--- src/hw/flic_pkg.sv ---
`default_nettype none
package flic_pkg;
    // Register map, byte offsets on the 8-bit register port
    localparam logic [7:0] ADDR_IRQ_ENABLE_A        = 8'hA8;
    localparam logic [7:0] ADDR_IRQ_PRIORITY_LOW_A  = 8'hB8;
    localparam logic [7:0] ADDR_IRQ_PRIORITY_HIGH_A = 8'hB7;
    localparam logic [7:0] ADDR_IRQ_ENABLE_B        = 8'hE8;
    localparam logic [7:0] ADDR_IRQ_PRIORITY_LOW_B  = 8'hF8;
    localparam logic [7:0] ADDR_IRQ_PRIORITY_HIGH_B = 8'hF7;
    localparam logic [7:0] ADDR_FLAG_A              = 8'hC0;
    localparam logic [7:0] ADDR_FLAG_B              = 8'hC8;
    localparam logic [7:0] ADDR_FLAG_C              = 8'hC9;
    localparam logic [7:0] ADDR_SERVICE_STATUS      = 8'hCA;

    // Reset values
    localparam logic [7:0] REG_RESET = 8'h00;

    // Field positions
    localparam int GLOBAL_GATE_BIT = 7;
    localparam int PRIO_A_USED     = 7;
    localparam int FA_UART_RX      = 4;
    localparam int FA_UART_TX      = 5;
    localparam int FA_I2C          = 6;
    localparam int FA_ADC          = 7;
    localparam int FB_CMP0         = 4;
    localparam int FB_BYTE_OVF     = 7;

    // Sources and levels
    localparam int NUM_SRC    = 15;
    localparam int NUM_LEVELS = 4;

    // Vectors: base plus stride times source index
    localparam logic [15:0] VEC_BASE   = 16'h0003;
    localparam logic [15:0] VEC_STRIDE = 16'h0008;
    localparam logic [15:0] VEC_LAST   = 16'h0073;

    // Timer limits for overflow detection
    localparam logic [7:0]  BYTE_MAX = 8'hFF;
    localparam logic [15:0] WORD_MAX = 16'hFFFF;

    // Source index (vector order) granted k-th within one level
    function automatic logic [3:0] prio_order(input int k);
        case (k)
            0:  prio_order = 4'h0;
            1:  prio_order = 4'h5;
            2:  prio_order = 4'hA;
            3:  prio_order = 4'h1;
            4:  prio_order = 4'h6;
            5:  prio_order = 4'hB;
            6:  prio_order = 4'h2;
            7:  prio_order = 4'h7;
            8:  prio_order = 4'hC;
            9:  prio_order = 4'h3;
            10: prio_order = 4'h8;
            11: prio_order = 4'hD;
            12: prio_order = 4'h4;
            13: prio_order = 4'h9;
            default: prio_order = 4'hE;
        endcase
    endfunction
endpackage
`default_nettype wire

--- src/hw/flic_ctrl.sv ---
`timescale 1ns/1ns
`default_nettype none
// Overview of operation
// - Fifteen sources, each assignable any of four priority levels.
// - UART requests when receive-done or transmit-done flag is set.
// - Capture timer gives eight sources; overflow source ORs byte and word flags.
// - Each capture flag is set by its capture input pin.
// - Compare flags set when capture timer equals the compare value.
// - 8-bit overflow sets byte flag, 16-bit overflow sets word flag.
// - Hardware never clears the nine capture-timer flags; software must.
// - ADC request comes from conversion-done flag; only software clears it.
// - I2C request comes from flag set on each valid status code.
// - Software may clear but never set the conversion-done flag.
// - All other flags set or cleared by software like hardware.
// - Per-source enable: 0 blocks, 1 allows requests.
// - Global gate bit 7 of enable A blocks every request when clear.
// - Level is {high bit, low bit}: 00 lowest up to 11 highest.
// - Grant only when no equal or higher level is in service.
// - Equal or lower level requests wait until the running routine ends.
// - Higher level preempts; preempted routine resumes after return.
// - Enable A: gate, ADC, I2C, UART, timer1, ext1, timer0, ext0.
// - Enable B: overflow, compare 2..0, capture 3..0.
// - Priority low A: bit 7 unused, then same seven sources as enable A.
// - Same-level ties resolved in fixed order, external 0 first.
// - Vectors start at 0003H, eight bytes apart, ending at 0073H.
// - Priority high A mirrors priority low A layout, bit 7 unused.
// - Priority low B: overflow, compare 2..0, capture 3..0.
module flic_ctrl (
    // Clock and reset
    input  wire logic        mclk_in,
    input  wire logic        rst_b_in,
    // Register port
    input  wire logic [7:0]  addr_in,
    input  wire logic [7:0]  wdata_in,
    input  wire logic        wr_in,
    input  wire logic        rd_in,
    output logic      [7:0]  rdata_out,
    // External request pins, asynchronous, active low
    input  wire logic        ext_req_zero_pin_b_in,
    input  wire logic        ext_req_one_pin_b_in,
    // Peripheral event pulses, same clock
    input  wire logic        timer_zero_ovf_in,
    input  wire logic        timer_one_ovf_in,
    input  wire logic        uart_rx_done_in,
    input  wire logic        uart_tx_done_in,
    input  wire logic        i2c_status_valid_in,
    input  wire logic        conv_done_in,
    // Capture timer
    input  wire logic [3:0]  capture_pin_in,
    input  wire logic [15:0] ctimer_val_in,
    input  wire logic        ctimer_tick_in,
    input  wire logic [15:0] cmp_zero_val_in,
    input  wire logic [15:0] cmp_one_val_in,
    input  wire logic [15:0] cmp_two_val_in,
    // Processor core
    output logic             irq_req_out,
    output logic      [15:0] irq_vector_out,
    output logic      [1:0]  irq_level_out,
    input  wire logic        irq_ack_in,
    input  wire logic        irq_return_in,
    output logic      [3:0]  in_service_out
);

    typedef struct packed {
        logic [7:0]  ien_a;
        logic [7:0]  ien_b;
        logic [7:0]  ipl_a;
        logic [7:0]  iph_a;
        logic [7:0]  ipl_b;
        logic [7:0]  iph_b;
        logic [7:0]  flag_a;
        logic [7:0]  flag_b;
        logic        word_ovf;
        logic [3:0]  in_svc;
        logic [7:0]  rdata;
        logic        req;
        logic [15:0] vec;
        logic [1:0]  lvl;
        logic [1:0]  ext0_sync;
        logic [1:0]  ext1_sync;
        logic        ext0_prev;
        logic        ext1_prev;
        logic [3:0]  cap_s1;
        logic [3:0]  cap_s2;
        logic [3:0]  cap_prev;
    } flic_state_s;

    flic_state_s state_q;
    flic_state_s state_d;

    ////////////////////////////////////////////////////////////////////////////
    // Helpers

    // Spread a pair of register bytes onto the vector-ordered source index
    function automatic logic [14:0] map15(input logic [7:0] a, input logic [7:0] b);
        map15 = {b[7], b[6:4], a[6], b[3:0], a[5:0]};
    endfunction

    // Highest level currently in service
    function automatic logic [1:0] top_level(input logic [3:0] svc);
        top_level = 2'h0;
        for (int i = 0; i < flic_pkg::NUM_LEVELS; i++) begin
            if (svc[i]) begin
                top_level = 2'(i);
            end
        end
    endfunction

    // Does the capture timer reach this value on the coming tick
    function automatic logic hits(input logic [15:0] tv, input logic [15:0] cv);
        hits = (16'(tv + 16'h0001) == cv);
    endfunction

    ////////////////////////////////////////////////////////////////////////////
    // Source view

    logic [14:0] pend;
    logic [14:0] en15;
    logic [14:0] plo15;
    logic [14:0] phi15;

    // Requests in vector order; UART and overflow each merge two flags
    assign pend = {state_q.flag_b[7] | state_q.word_ovf,
                   state_q.flag_b[6:4],
                   state_q.flag_a[flic_pkg::FA_ADC],
                   state_q.flag_b[3:0],
                   state_q.flag_a[flic_pkg::FA_I2C],
                   state_q.flag_a[flic_pkg::FA_UART_TX] | state_q.flag_a[flic_pkg::FA_UART_RX],
                   state_q.flag_a[3:0]};
    assign en15  = map15(state_q.ien_a, state_q.ien_b);
    assign plo15 = map15(state_q.ipl_a, state_q.ipl_b);
    assign phi15 = map15(state_q.iph_a, state_q.iph_b);

    ////////////////////////////////////////////////////////////////////////////
    // Arbitration

    logic       found;
    logic [3:0] best_idx;
    logic [1:0] best_lvl;
    logic       grant;

    // Highest level first, fixed order inside a level
    always_comb begin
        logic [3:0] idx;
        idx      = 4'h0;
        found    = 1'b0;
        best_idx = 4'h0;
        best_lvl = 2'h0;
        for (int lv = flic_pkg::NUM_LEVELS - 1; lv >= 0; lv--) begin
            for (int k = 0; k < flic_pkg::NUM_SRC; k++) begin
                idx = flic_pkg::prio_order(k);
                if (!found && pend[idx] && en15[idx] && ({phi15[idx], plo15[idx]} == 2'(lv))) begin
                    found    = 1'b1;
                    best_idx = idx;
                    best_lvl = 2'(lv);
                end
            end
        end
    end

    // Only a strictly higher level may interrupt what runs now
    assign grant = found && state_q.ien_a[flic_pkg::GLOBAL_GATE_BIT]
                   && ((state_q.in_svc == 4'h0) || (best_lvl > top_level(state_q.in_svc)));

    ////////////////////////////////////////////////////////////////////////////
    // Next state

    always_comb begin
        logic [3:0] svc;
        svc     = state_q.in_svc;
        state_d = state_q;

        // Pin synchronisers; only the second stage feeds edge logic
        state_d.ext0_sync = {state_q.ext0_sync[0], ext_req_zero_pin_b_in};
        state_d.ext1_sync = {state_q.ext1_sync[0], ext_req_one_pin_b_in};
        state_d.ext0_prev = state_q.ext0_sync[1];
        state_d.ext1_prev = state_q.ext1_sync[1];
        state_d.cap_s1    = capture_pin_in;
        state_d.cap_s2    = state_q.cap_s1;
        state_d.cap_prev  = state_q.cap_s2;

        // Software writes
        if (wr_in) begin
            case (addr_in)
                flic_pkg::ADDR_IRQ_ENABLE_A:        state_d.ien_a = wdata_in;
                flic_pkg::ADDR_IRQ_ENABLE_B:        state_d.ien_b = wdata_in;
                flic_pkg::ADDR_IRQ_PRIORITY_LOW_A:  state_d.ipl_a = wdata_in & 8'h7F;
                flic_pkg::ADDR_IRQ_PRIORITY_HIGH_A: state_d.iph_a = wdata_in & 8'h7F;
                flic_pkg::ADDR_IRQ_PRIORITY_LOW_B:  state_d.ipl_b = wdata_in;
                flic_pkg::ADDR_IRQ_PRIORITY_HIGH_B: state_d.iph_b = wdata_in;
                flic_pkg::ADDR_FLAG_A: begin
                    // Conversion-done bit can only be cleared by software
                    state_d.flag_a = {wdata_in[7] & state_q.flag_a[7], wdata_in[6:0]};
                end
                flic_pkg::ADDR_FLAG_B:              state_d.flag_b = wdata_in;
                flic_pkg::ADDR_FLAG_C:              state_d.word_ovf = wdata_in[0];
                default: ;
            endcase
        end

        // Hardware sets come after writes so a same-cycle event wins
        if (state_q.ext0_prev && !state_q.ext0_sync[1]) state_d.flag_a[0] = 1'b1;
        if (timer_zero_ovf_in)                          state_d.flag_a[1] = 1'b1;
        if (state_q.ext1_prev && !state_q.ext1_sync[1]) state_d.flag_a[2] = 1'b1;
        if (timer_one_ovf_in)                           state_d.flag_a[3] = 1'b1;
        if (uart_rx_done_in)     state_d.flag_a[flic_pkg::FA_UART_RX] = 1'b1;
        if (uart_tx_done_in)     state_d.flag_a[flic_pkg::FA_UART_TX] = 1'b1;
        if (i2c_status_valid_in) state_d.flag_a[flic_pkg::FA_I2C]     = 1'b1;
        if (conv_done_in)        state_d.flag_a[flic_pkg::FA_ADC]     = 1'b1;
        state_d.flag_b[3:0] = state_d.flag_b[3:0] | (state_q.cap_s2 & ~state_q.cap_prev);
        if (ctimer_tick_in) begin
            if (hits(ctimer_val_in, cmp_zero_val_in)) state_d.flag_b[4] = 1'b1;
            if (hits(ctimer_val_in, cmp_one_val_in))  state_d.flag_b[5] = 1'b1;
            if (hits(ctimer_val_in, cmp_two_val_in))  state_d.flag_b[6] = 1'b1;
            if (ctimer_val_in[7:0] == flic_pkg::BYTE_MAX) state_d.flag_b[flic_pkg::FB_BYTE_OVF] = 1'b1;
            if (ctimer_val_in == flic_pkg::WORD_MAX)      state_d.word_ovf = 1'b1;
        end

        // Return retires the highest running level, grant marks the new one
        if (irq_return_in && (svc != 4'h0)) begin
            svc[top_level(svc)] = 1'b0;
        end
        if (irq_ack_in && state_q.req) begin
            svc[state_q.lvl] = 1'b1;
        end
        state_d.in_svc = svc;

        // Request is held off for one cycle after an ack to settle in-service
        state_d.req = grant && !irq_ack_in && !irq_return_in;
        state_d.vec = 16'(flic_pkg::VEC_BASE + 16'(best_idx) * flic_pkg::VEC_STRIDE);
        state_d.lvl = best_lvl;

        // Read data stands in the cycle after the strobe only
        state_d.rdata = 8'h00;
        if (rd_in) begin
            case (addr_in)
                flic_pkg::ADDR_IRQ_ENABLE_A:        state_d.rdata = state_q.ien_a;
                flic_pkg::ADDR_IRQ_ENABLE_B:        state_d.rdata = state_q.ien_b;
                flic_pkg::ADDR_IRQ_PRIORITY_LOW_A:  state_d.rdata = state_q.ipl_a;
                flic_pkg::ADDR_IRQ_PRIORITY_HIGH_A: state_d.rdata = state_q.iph_a;
                flic_pkg::ADDR_IRQ_PRIORITY_LOW_B:  state_d.rdata = state_q.ipl_b;
                flic_pkg::ADDR_IRQ_PRIORITY_HIGH_B: state_d.rdata = state_q.iph_b;
                flic_pkg::ADDR_FLAG_A:              state_d.rdata = state_q.flag_a;
                flic_pkg::ADDR_FLAG_B:              state_d.rdata = state_q.flag_b;
                flic_pkg::ADDR_FLAG_C:              state_d.rdata = {7'h00, state_q.word_ovf};
                flic_pkg::ADDR_SERVICE_STATUS:      state_d.rdata = {3'h0, state_q.req, state_q.in_svc};
                default:                            state_d.rdata = 8'h00;
            endcase
        end
    end

    ////////////////////////////////////////////////////////////////////////////
    // State register

    always_ff @(posedge mclk_in or negedge rst_b_in) begin
        if (!rst_b_in) begin
            state_q           <= '0;
            state_q.ien_a     <= flic_pkg::REG_RESET;
            state_q.ext0_sync <= 2'h3;
            state_q.ext1_sync <= 2'h3;
            state_q.ext0_prev <= 1'b1;
            state_q.ext1_prev <= 1'b1;
        end else begin
            state_q <= state_d;
        end
    end

    // Outputs straight from flops
    assign rdata_out      = state_q.rdata;
    assign irq_req_out    = state_q.req;
    assign irq_vector_out = state_q.vec;
    assign irq_level_out  = state_q.lvl;
    assign in_service_out = state_q.in_svc;

    logic [3:0] req_idx;
    assign req_idx = state_q.vec[6:3];
endmodule
`default_nettype wire

--- config.mk ---
export PLATFORM = sky130hd
export DESIGN_NAME = flic_ctrl
export DESIGN_NICKNAME = d
export VERILOG_FILES = /design/src/hw/flic_pkg.sv /design/src/hw/flic_ctrl.sv
export SDC_FILE = /design/constraint.sdc
export NUM_CORES = 1
export LEC_CHECK = 0
export ABC_AREA = 1
export BUFFER_PORTS_ARGS = -buffer_cell sky130_fd_sc_hd__buf_4
export CAP_MARGIN = 20
export CORE_MARGIN = 8
export CORE_UTILIZATION = 30
export CTS_BUF_LIST = sky130_fd_sc_hd__clkbuf_4
export DETAILED_ROUTE_END_ITERATION = 8
export PLACE_DENSITY = 0.6
export SYNTH_ARGS = -nofsm -noshare
export SYNTH_HDL_FRONTEND = slang
export SYNTH_SLANG_ARGS = --single-unit
--- constraint.sdc ---
create_clock -name mclk_in -period 7.7 [get_ports mclk_in]
set_input_delay 0 -clock mclk_in [delete_from_list [all_inputs] [get_ports mclk_in]]
set_output_delay 0 -clock mclk_in [all_outputs]
set_load 0.005 [all_outputs]
## After elaboration in Yosys (flattened, before gate mapping)

Index checks and enable logic that the tools add are counted.

| word-level totals | value |
|---|---|
| flip-flop bits (word level) | 112 |
| bits of input ports | 99 |
| output and inout port bits | 31 |
| logic and storage cells | 614 |

| cells by class | value |
|---|---|
| $add $sub $neg | 2 |
| magnitude comparators | 5 |
| eq/ne operators | 60 |
| muxes and demuxes | 210 |
| bitwise operators | 9 |
| reductions and logical operators | 300 |

Operators with widths:

| cell | number |
|---|---|
| $mux 4 | 61 |
| $logic_and 1x1->1 | 189 |
| $mux 2 | 63 |
| $eq 8x8->1 const B | 11 |
| $pmux 8 s10 | 1 |
| $mux 1 | 78 |
| $logic_not 1->1 | 63 |
| $eq 2x2->1 const B | 30 |
| $eq 16x16->1 | 3 |
| $reduce_bool 2->1 | 16 |
| $eq 2x1->1 const B | 15 |
| $logic_not 2->1 | 15 |
| $reduce_and 2->1 | 14 |
| $mux 8 | 3 |
| $mux 17 | 1 |
| $add 16x1->16 const B | 1 |
| $eq 16x16->1 const B | 1 |
| $add 2x7->8 const A | 1 |
| $and 4x4->4 | 2 |
| $not 4->4 | 2 |
| $or 4x4->4 | 2 |
| $lt 2x3->1 const B | 2 |
| $demux 1 s2 | 2 |
| $ge 2x1->1 const B | 2 |
| other kinds (7) | 8 |

## Depth between registers and ports, before layout

Gate-level depths: netlist of run 1.

| depth | value |
|---|---|
| word-level depth | 303 |
| gate-level depth with buffers | 36 |
| mapped depth without buffers | 36 |

## Worst setup path before layout of run 1

No wires, ideal clock.

| path | value |
|---|---|
| kind | flip-flop to flip-flop |
| from | register state_q (netlist bit en15[0]) |
| to | register state_q (netlist bit irq_req_out) |
| library setup time | 0.064 ns |
| arrival | 4.209 ns |
| required time | 7.636 ns |
| slack | 3.428 ns |
| cell stages (with the launch flop) | 37 |
| path buffers | 0 |
| clock period less this slack | 4.272 ns |
| cell sequence | dfrtp_1 nand2_2 nor2_2 nor2_4 nand4_2 nor2_4 nand4_4 nor2_4 nand4_2 nor2_4 nand4_4 nor2_4 nand4_2 nor2_4 nand4_4 nor2_4 nand4_2 nor2_4 nand4_4 nor2_4 nand4_2 nor2_2 nand4_2 nor2_2 nand2_1 nor2_1 nand2_1 nand2_1 inv_1 nand3_1 inv_1 ha_1 nand2_1 o21ai_0 a2111oi_0 nand2_1 inv_1 |

RTL lines:

| item | line | text |
|---|---|---|
| start: declaration | flic_ctrl.sv:88 | `flic_state_s state_q;` |
| start signal: assignment | flic_ctrl.sv:264 | `state_q <= state_d;` |

==> results.md, run 1 <==
* Worst r2r src: en15[0]$_DFFE_PN0P_
* Asr flop ratio synth at 1.00
* Total grt overflow at 0
* Drc violations at 0
* First-pass GRT wire length at 37100 microns
* Clock sinks at 101
* Cell mode on critical path: nor2_4
* Total clock buffers created by CTS at 9
* Die Area at around 28000 sq um
* Antenna-violating nets left at 0
* Max_slew headroom at 0.334
* GRT Util Overall at 0.166
* Wirelength per Cell at ~17 microns
* Worst skew pair latency at ~0.5 ns
* Deepest clock path buffer count at 2
* Fin crit share at 0.635
* Cell Pwr Density at between 100 and 150 nW/um^2
* Chip Height at approximately 170 microns
* CTS tree: built
* Hold Slack at between 0.04 and 0.05 ns
* Startpoint types: register
* IO Pins at 130
* Largest net degree at the start of global routing at 64
* Initial core utilization at 0.303
* Leak Pwr at 0.00388 uW
* Final #Nets at approximately 1200
* Share of post-route cells with drive strength above 1 at 0.195
* Setup TNS at 0 ns
* Worst hold path class: in2reg
* R2R setup slack at ~2.8 ns
* Post-Synth Simple-Gate Area at 0.302
* Main combinational cell family by area after synthesis: simple AND/OR/NAND/NOR gates
* Synth Flop Type: dfrtp_1
* Worst Setup EP: irq_req_out$_DFF_PN0_
* Syn_area_per_cell at between 7 and 8 sq um
* Core ar. at between 20000 and 25000 sq um
* Via Count at about 6700
* Critical path type: reg2reg
* VDD IR-drop max at 0.0779 mV
* Initial antenna violation count at 2
* F_max at a little over 200 MHz
* Ys Warns at 0
* Routed wire length at approximately 23000 microns
* H-Tree Depth at 3
* Vias/cell at 5.02
* CP max-delay cell: dfrtp_1
* Yosys reg bits at around 100
* PortBufs at between 100 and 150
* Post-Layout Cell Count at ~1300
* Status: finished, final reports clean
* Unrepaired setup endpoints after global routing: no
* Fin. Hold Viols at 0
* Netlist cell types at 47
* Dpl hpwl at between 15000 and 20000 microns
* Worst R2R Path Depth at 36
* Number of synthesized flops with an enable pin at 0
* Post-synthesis compound-gate area fraction at 0.148
* Worst Max-Slew Pin Slew at around 0.99 ns
* Resized Gates After CTS at 0
* Worst Path Arrival at around 5.3 ns
* Vias in the first global route at 6816
* Xor/xnor cell area share of the yosys netlist at 0.0412
* Synth Area in Adders at 0.00552
* Die outline width at ~170 microns
* Number of DRC markers in iteration 0 at between 400 and 500
* Layout Skew at ~0.028 ns
* Hold-fix buffers, CTS at 47
* Placed cells at about 1300
* Worst Setup End Kind: register
* Post-synthesis cell area at slightly below 7000 sq um
* First-pass DRT Iterations at 6
* Placer Congestion at 0.939
* Row cnt at between 50 and 60
* # setup viols final at 0
* Sequential fraction of the synthesis area at 0.372
* Syn Inst Count at 895
* Final min period at 4.89 ns
* Worst-path clk slew at approximately 0.18 ns
* Reg-to-Reg End: irq_req_out$_DFF_PN0_
* Worst Setup SP: en15[0]$_DFFE_PN0P_
* Worst Path Max Fanout at 5
* Root buffer cell: clkbuf_4
* Area Growth Syn to Fin at 25.4%
* Crit-path max cell delay at 0.44 ns
* Max Cap Violations at 0
* Fin. max-slew vios at 0
* Data required time of the critical path at a little over 8 ns
* Post-CTS Setup Bufs at 0
* Proportion of synthesized area in mux cells at 0
logic make-up after synthesis:
logic type	after synthesis
adders and majority gates	3
xor gates and xnor gates	32
and+or+nand+nor	395
DFF	101
AOI/OAI and AO/OA	158
buffers and inverters	204
other	2
through the flow:
step | util | power [uW] | instance area, sq um | worst slack, ns
2_1_floorplan | - | 833 | 6840 | 3.43
5_1_grt | 0.380 | 1350 | 8530 | 2.25
4_1_cts | 0.379 | 1280 | 8500 | 2.82
6_report | 0.380 | 1270 | 8530 | 2.81
3_5_place_dp | 0.351 | 953 | 7870 | 2.84
3_3_place_gp | 0.351 | 948 | 7870 | 3.07
synth_stat cells (6+ instances only):
cell type / count / area (sq um)
a2111oi_0: 11 / 96.3
a21oi_1: 9 / 45.0
a221oi_1: 7 / 61.3
buf_4: 30 / 225
clkbuf_1: 9 / 33.8
dfrtp_1: 95 / 2380
dfstp_2: 6 / 158
inv_1: 150 / 563
inv_2: 13 / 48.8
nand2_1: 150 / 563
nand3_1: 22 / 110
nand3b_1: 7 / 52.6
nand4_1: 23 / 144
nand4_2: 10 / 125
nor2_1: 70 / 263
nor2_2: 7 / 43.8
nor2_4: 11 / 124
nor3_1: 53 / 265
nor4_1: 20 / 125
o2111ai_1: 10 / 87.6
o21ai_0: 75 / 375
o221ai_1: 7 / 61.3
o22ai_1: 19 / 119
xnor2_1: 21 / 184
xor2_1: 11 / 96.3
per-layer routing:
| layer | up-vias | share of wire | global-route usage |
|---|---|---|---|
| met5 | - | 0 | 0 |
| met4 | 0 | 0.026 | 0.0572 |
| met3 | 30 | 0.059 | 0.0319 |
| met2 | 208 | 0.48 | 0.280 |
| met1 | 3194 | 0.44 | 0.209 |
| li1 | 3302 | - | - |
registers in the layout, indices dropped and copies added, names as in the netlist:
register,count
en15,15
in_service_out,4
irq_level_out,2
irq_req_out,1
irq_vector_out,5
pend,13
phi15,15
plo15,15
rdata_out,8
state_d,12
state_q,11
worst max-delay path: cells and delay by family (launching register included):
kind	cells	cell delay (ns)
simple gates	30	3.55
flops	1	0.44
compound gates	2	0.44
fa+ha+maj	1	0.26
buf+inv	3	0.16
cell type report:
class                      instances  area, sq um
antenna                            2         5.00
clock buffer                       9         67.6
clock inverter                     7         88.8
fill                            2346        13900
inverter                         165          622
multi-input combinational        599         3420
sequential                       101         2530
tap                              285          357
timing repair buffer             173         1430
where the power goes:
| group | leakage (uW) | total [uW] | switching, uW | internal [uW] |
|---|---|---|---|---|
| logic | 0.00264 | 366 | 211 | 155 |
| clock network | 0.0000878 | 314 | 206 | 108 |
| registers | 0.00115 | 594 | 28.3 | 566 |
| total | 0.00388 | 1270 | 445 | 829 |
worst min-delay path by stage:
stage                from                          end  slack, ns  cells past startpoint
2_1_floorplan    rst_b_in          en15[0]$_DFFE_PN0P_      -0.30                      0
3_3_place_gp     rst_b_in   irq_level_out[1]$_DFF_PN0_      0.003                      1
3_5_place_dp     rst_b_in  irq_vector_out[3]$_DFF_PN0_      0.005                      1
4_1_cts          rst_b_in        state_q[12]$_DFF_PN1_       0.02                      2
5_1_grt          rst_b_in        state_q[12]$_DFF_PN1_       0.03                      2
6_report       addr_in[7]       rdata_out[5]$_DFF_PN0_       0.04                      5
cells in the final DEF (no fill, tap or decap), types with 9 or more instances in the layout:
cell	count
o2111ai_1	10
nand3_1	22
inv_1	150
dlygate4sd3_1	46
o22ai_1	19
nand4_2	10
dfrtp_1	95
conb_1	11
buf_4	124
nand4_1	23
o21ai_0	75
a2111oi_0	11
nor2_1	70
xnor2_1	21
nor3_1	53
a21oi_1	9
nor2_4	11
inv_2	13
xor2_1	11
nor4_1	20
nand2_1	150
clkbuf_4	9
Power figures use the tool's default switching activity.
==> inputs of run 2 (changes only) <==
==> constraint.sdc (replaced) <==
create_clock -name mclk_in -period 4.5 [get_ports mclk_in]
set_input_delay 0 -clock mclk_in [delete_from_list [all_inputs] [get_ports mclk_in]]
set_output_delay 0 -clock mclk_in [all_outputs]
set_load 0.005 [all_outputs]
==> run 2 against run 1 <==
  * The flow now finishes with violations (setup timing)
  * Largest cell class unchanged
  * Critical path depth did not move
  * Global-route usage grew 0.35 points
  * Final cell count increased by 2.9%
  * Routed wire length rose by 3.1%
  * Critical path type unchanged
  * Largest power group unchanged
==> results.md, run 2 (same netlist as run 1, synthesis figures left out) <==
* Status: finished, violations left
* Failing checks: setup timing
* Area Growth Syn to Fin at 30.9%
* Total grt overflow at 0
* Layout Skew at 0.0226 ns
* Share of post-route cells with drive strength above 1 at 0.231
* Worst Path Arrival at around 5 ns
* CTS tree: built
* Fin. Hold Viols at 0
* F_max at 217 MHz
* Largest net degree at the start of global routing at 68
* Max Cap Violations at 0
* Hold Slack at slightly below 0.06 ns
* Total clock buffers created by CTS at 9
* Wirelength per Cell at around 17 microns
* IO Pins at 130
* Critical path type: reg2reg
* Chip Height at 167 microns
* Final instance area at ~8900 sq um
* Initial core utilization at 0.303
* Leak Pwr at 0.00408 uW
* Sequential cell area at 2530 sq um
* Number of DRC markers in iteration 0 at 500
* First-pass GRT wire length at 38000 microns
* Placer Congestion at 0.909
* Initial antenna violation count at 1
* H-Tree Depth at 3
* Post-DP Area at 8080 sq um
* Final min period at between 4 and 5 ns
* Final #Nets at 1191
* Dpl hpwl at about 19000 microns
* Fin crit share at 1.02
* Unrepaired setup endpoints after global routing: yes
* Row cnt at 55
* Drc violations at 0
* Most frequent cells in the layout: buf_4, inv_1, nand2_1
* Power consumption at ~2200 uW
* GRT Util Overall at 0.170
* Vias in the first global route at 7069
* Worst Setup End Kind: register
* Fin util at 0.397
* Die Area at 27800 sq um
* Most common cell after layout, fill and taps aside: buf_4
* Routed length on met2 at approximately 11000 microns
* # setup viols final at 4
* Deepest clock path buffer count at 2
* Die outline width at about 170 microns
* Startpoint types: register
* WL met3 at approximately 1600 microns
* Worst-path clk slew at between 0.15 and 0.2 ns
* Worst Path Max Fanout at 3
* Fin. max-slew vios at 0
* Min setup slack post-route at -0.100 ns
* Top Metal Used: met4
* Cell Pwr Density at approximately 250 nW/um^2
* Setup TNS at -0.120 ns
* Via Count at between 6000 and 7000
* VDD IR-drop max at 0.167 mV
* Clock sinks at 101
* Worst hold path class: in2reg
* # fillers at about 2400
* Max_slew headroom at 0.357
* Cell mode on critical path: nor2_4
* Worst skew pair latency at about 0.5 ns
* Core ar. at between 20000 and 25000 sq um
* Worst Max-Slew Pin Slew at about 0.96 ns
* Data required time of the critical path at between 4 and 5 ns
* Vias/cell at around 5
* Wire length on met1 at between 10000 and 15000 microns
* CP max-delay cell: dfrtp_1
* Crit-path max cell delay at ~0.44 ns
* Antenna-violating nets left at 0
* Multi-input logic area at 3550 sq um
* Root buffer cell: clkbuf_4
* Routed wire length at around 24000 microns
* First-pass DRT Iterations at 5
* PortBufs at approximately 120
-- run 2: where the power goes --
group          internal (uW)  total, uW  leakage [uW]  switching (uW)
logic                    359        772       0.00286             413
registers                968       1010       0.00115            41.1
clock network            122        463     0.0000707             341
-- run 2: critical path: cells and delay by family, from the launching register on --
| family | cells | cell delay (ns) |
|---|---|---|
| adder cells (fa/ha/maj) | 1 | 0.26 |
| buffers and inverters | 3 | 0.16 |
| AO/OA/AOI/OAI | 2 | 0.45 |
| flip-flops | 1 | 0.44 |
| AND/OR/NAND/NOR | 30 | 3.24 |
-- run 2: routing by layer --
| layer | vias to the layer above | global-route usage |
|---|---|---|
| met3 | 34 | 0.0331 |
| met2 | 252 | 0.286 |
| met5 | - | 0 |
| met4 | 0 | 0.0541 |
| li1 | 3377 | - |
| met1 | 3263 | 0.215 |
-- run 2: final cells by class --
cell class,instances,share of cell area
diodes,1,0.000281
clock buffers,9,0.00758
clock inverters,7,0.00618
inverters,165,0.0698
multi-input cells,599,0.399
flip-flops and latches,101,0.284
well taps,285,0.0400
repair buffers,213,0.193
-- run 2: through the flow --
stage | setup slack (ns) | std cells
2_1_floorplan | 0.228 | 904
5_1_grt | -0.561 | 1380
4_1_cts | -0.0736 | 1367
3_3_place_gp | 0.000378 | 1302
6_report | -0.100 | 1380
3_5_place_dp | -0.157 | 1302
-- run 2: final timing paths --
kind / slack [ns] / endpoint / from / cells after the start
worst max-delay path: -0.10 / irq_req_out$_DFF_PN0_ / plo15[0]$_DFFE_PN0P_ / 36
worst min-delay path: 0.06 / rdata_out[3]$_DFF_PN0_ / addr_in[7] / 5
worst max register to register: -0.10 / irq_req_out$_DFF_PN0_ / plo15[0]$_DFFE_PN0P_ / 36
worst min register to register: 0.37 / state_d[12]$_DFF_PN1_ / state_d[15]$_DFF_PN1_ / 0
max in group asynchronous: 3.33 / en15[13]$_DFFE_PN0P_ / rst_b_in / 3
min in group asynchronous: 0.13 / irq_vector_out[4]$_DFF_PN0_ / rst_b_in / 2
-- run 2: repair_timing --
item | 4_1_cts | 5_1_grt
endpoints found under the hold margin | 142 | 0
setup buffers | 2 | 11
pin swaps | 1 | 10
resized for setup | 5 | 19
hold buffers | 47 | 0
endpoints found under the setup margin | 1 | 5
==> inputs of run 3 (changes only) <==
--- a/config.mk
+++ b/config.mk
@@ -12,7 +12,7 @@
 export CORE_UTILIZATION = 30
 export CTS_BUF_LIST = sky130_fd_sc_hd__clkbuf_4
 export DETAILED_ROUTE_END_ITERATION = 8
-export PLACE_DENSITY = 0.6
+export PLACE_DENSITY_LB_ADDON = 0.25
 export SYNTH_ARGS = -nofsm -noshare
 export SYNTH_HDL_FRONTEND = slang
 export SYNTH_SLANG_ARGS = --single-unit
==> run 3 against run 2 <==
  * Clock skew is 0.0091 ns higher
  * Sequential power hardly changed
  * Highest routed layer unchanged
  * Global-route usage is 0.11 points higher
  * Register-to-register slack worse by 0.14 ns
  * Die area stayed put
  * Clock power is 24% higher
  * Flip-flop and latch count stayed put
  * Critical path type unchanged
  * Core utilization is 0.28 points higher
  * Total power is 5.4% higher
  * Non-clock buffer count is 3 higher
  * The flow still finishes with violations (setup timing)
==> results.md, run 3 (same netlist as run 1, synthesis figures left out) <==
* Post-Layout Cell Count at 1383
* IO Pins at 130
* Initial core utilization at 0.303
* Worst Max-Slew Pin Slew at about 0.9 ns
* Post-DP Area at ~8000 sq um
* Final instance area at 8970 sq um
* Critical path type: reg2reg
* Worst Setup End Kind: register
* Setup TNS at -0.954 ns
* Core ar. at around 22000 sq um
* Max Cap Violations at 0
* Cell Pwr Density at 263 nW/um^2
* Antenna-violating nets left at 0
* Total clock buffers created by CTS at 9
* Most common cell after layout, fill and taps aside: buf_4
* Initial antenna violation count at 1
* GRT Util Overall at 0.171
* Failing checks: setup timing
* Row cnt at 55
* Placer Congestion at around 0.95
* Unrepaired setup endpoints after global routing: yes
* Vias in the first global route at 6854
* Root buffer cell: clkbuf_4
* Most frequent cells in the layout: buf_4, inv_1, nand2_1
* Leak Pwr at ~0.0041 uW
* F_max at approximately 210 MHz
* Data required time of the critical path at just under 5 ns
* Status: finished, violations left
* Hold Slack at approximately 0.041 ns
* Total grt overflow at 0
* Layout Skew at 0.0316 ns
* # setup viols final at 5
* Crit-path max cell delay at 0.44 ns
* VDD IR-drop max at approximately 0.14 mV
* Worst Setup SP: pend[1]$_DFFE_PN0P_
* First-pass GRT wire length at ~38000 microns
* Fin. max-slew vios at 0
* Vias/cell at between 4 and 5
* Via Count at 6914
* Min setup slack post-route at -0.236 ns
* Share of post-route cells with drive strength above 1 at 0.235
* Die outline width at 167 microns
* Worst r2r src: pend[1]$_DFFE_PN0P_
* Drc violations at 0
* Max_slew headroom at 0.397
* Wirelength per Cell at around 17 microns
* Fin crit share at 1.05
* Final #Nets at approximately 1200
* Chip Height at 167 microns
* Area Growth Syn to Fin at 31.9%
* H-Tree Depth at 3
* Clock sinks at 101
* Final min period at about 4.7 ns
* PortBufs at around 120
* Worst skew pair latency at 0.49 ns
* CTS tree: built
* First-pass DRT Iterations at 5
* Largest net degree at the start of global routing at 55
* Fin. Hold Viols at 0
* Worst Path Max Fanout at 4
* Placed cells at 1300
* HP Start: addr_in[7]
* Worst-path clk slew at between 0.15 and 0.2 ns
* Worst Path Arrival at ~5.2 ns
* Routed wire length at 24100 microns
* Number of DRC markers in iteration 0 at roughly 560
* CP max-delay cell: dfrtp_1
* Die Area at 27800 sq um
* Deepest clock path buffer count at 2
* Startpoint types: register
* Dpl hpwl at approximately 19000 microns
* Worst hold path class: in2reg
run 3: changes by cell type in the layout (fill, tap and decap cells not counted), sizes merged:
cell,before,now
inv,168,167
bufinv,0,2
clkinv,4,3
buf,166,170
dlygate4sd3,47,46
run 3: final timing paths:
check	endpoint	slack, ns	depth (start not counted)
max	irq_req_out$_DFF_PN0_	-0.24	35
min	rdata_out[6]$_DFF_PN0_	0.04	5
max reg2reg	irq_req_out$_DFF_PN0_	-0.24	35
min reg2reg	state_d[13]$_DFF_PN1_	0.37	0
max in group asynchronous	phi15[0]$_DFFE_PN0P_	3.25	3
min in group asynchronous	irq_vector_out[4]$_DFF_PN0_	0.08	2
run 3: area by class of cell:
type	instances	area (sq um)
Antenna cell	1	2.50
Inverter	165	622
Clock buffer	9	67.6
Multi-Input combinational cell	599	3540
Timing Repair Buffer	216	1750
Sequential cell	101	2540
Fill cell	2361	13500
Tap cell	285	357
Clock inverter	7	104
run 3: through the flow:
step / setup WS (ns) / total power, uW / utilization
after floorplan: 0.228 / 1430 / -
after global placement: 0.0298 / 1660 / 0.359
after detailed placement: -0.159 / 1660 / 0.359
after CTS: -0.0598 / 2280 / 0.390
after global routing: -0.580 / 2500 / 0.400
final: -0.236 / 2360 / 0.400
run 3: layer usage:
layer	track usage	routed length [microns]
met1	0.218	10600
met2	0.295	11800
met3	0.0293	1310
met4	0.0415	324
met5	0	0
run 3: worst max-delay path, delay by kind of cell, from the launching register on:
kind	cells	cell delay [ns]
and+or+nand+nor	32	4.01
DFF	1	0.44
buffers and inverters	3	0.22
run 3: report_power, final:
part           total (uW)  internal (uW)  switching (uW)  leakage [uW]
sequential           1010            968            43.6       0.00115
clock                 574            234             339     0.0000920
combinational         779            370             409       0.00286
total                2360           1570             792       0.00410
run 3: repair_timing:
| item | in CTS | in global routing |
|---|---|---|
| setup buffers | 0 | 19 |
| hold buffers | 46 | 0 |
| hold endpoints to repair | 135 | 0 |
| resized for setup | 7 | 16 |
| pin swaps | 0 | 27 |
| setup endpoints to repair | 1 | 5 |
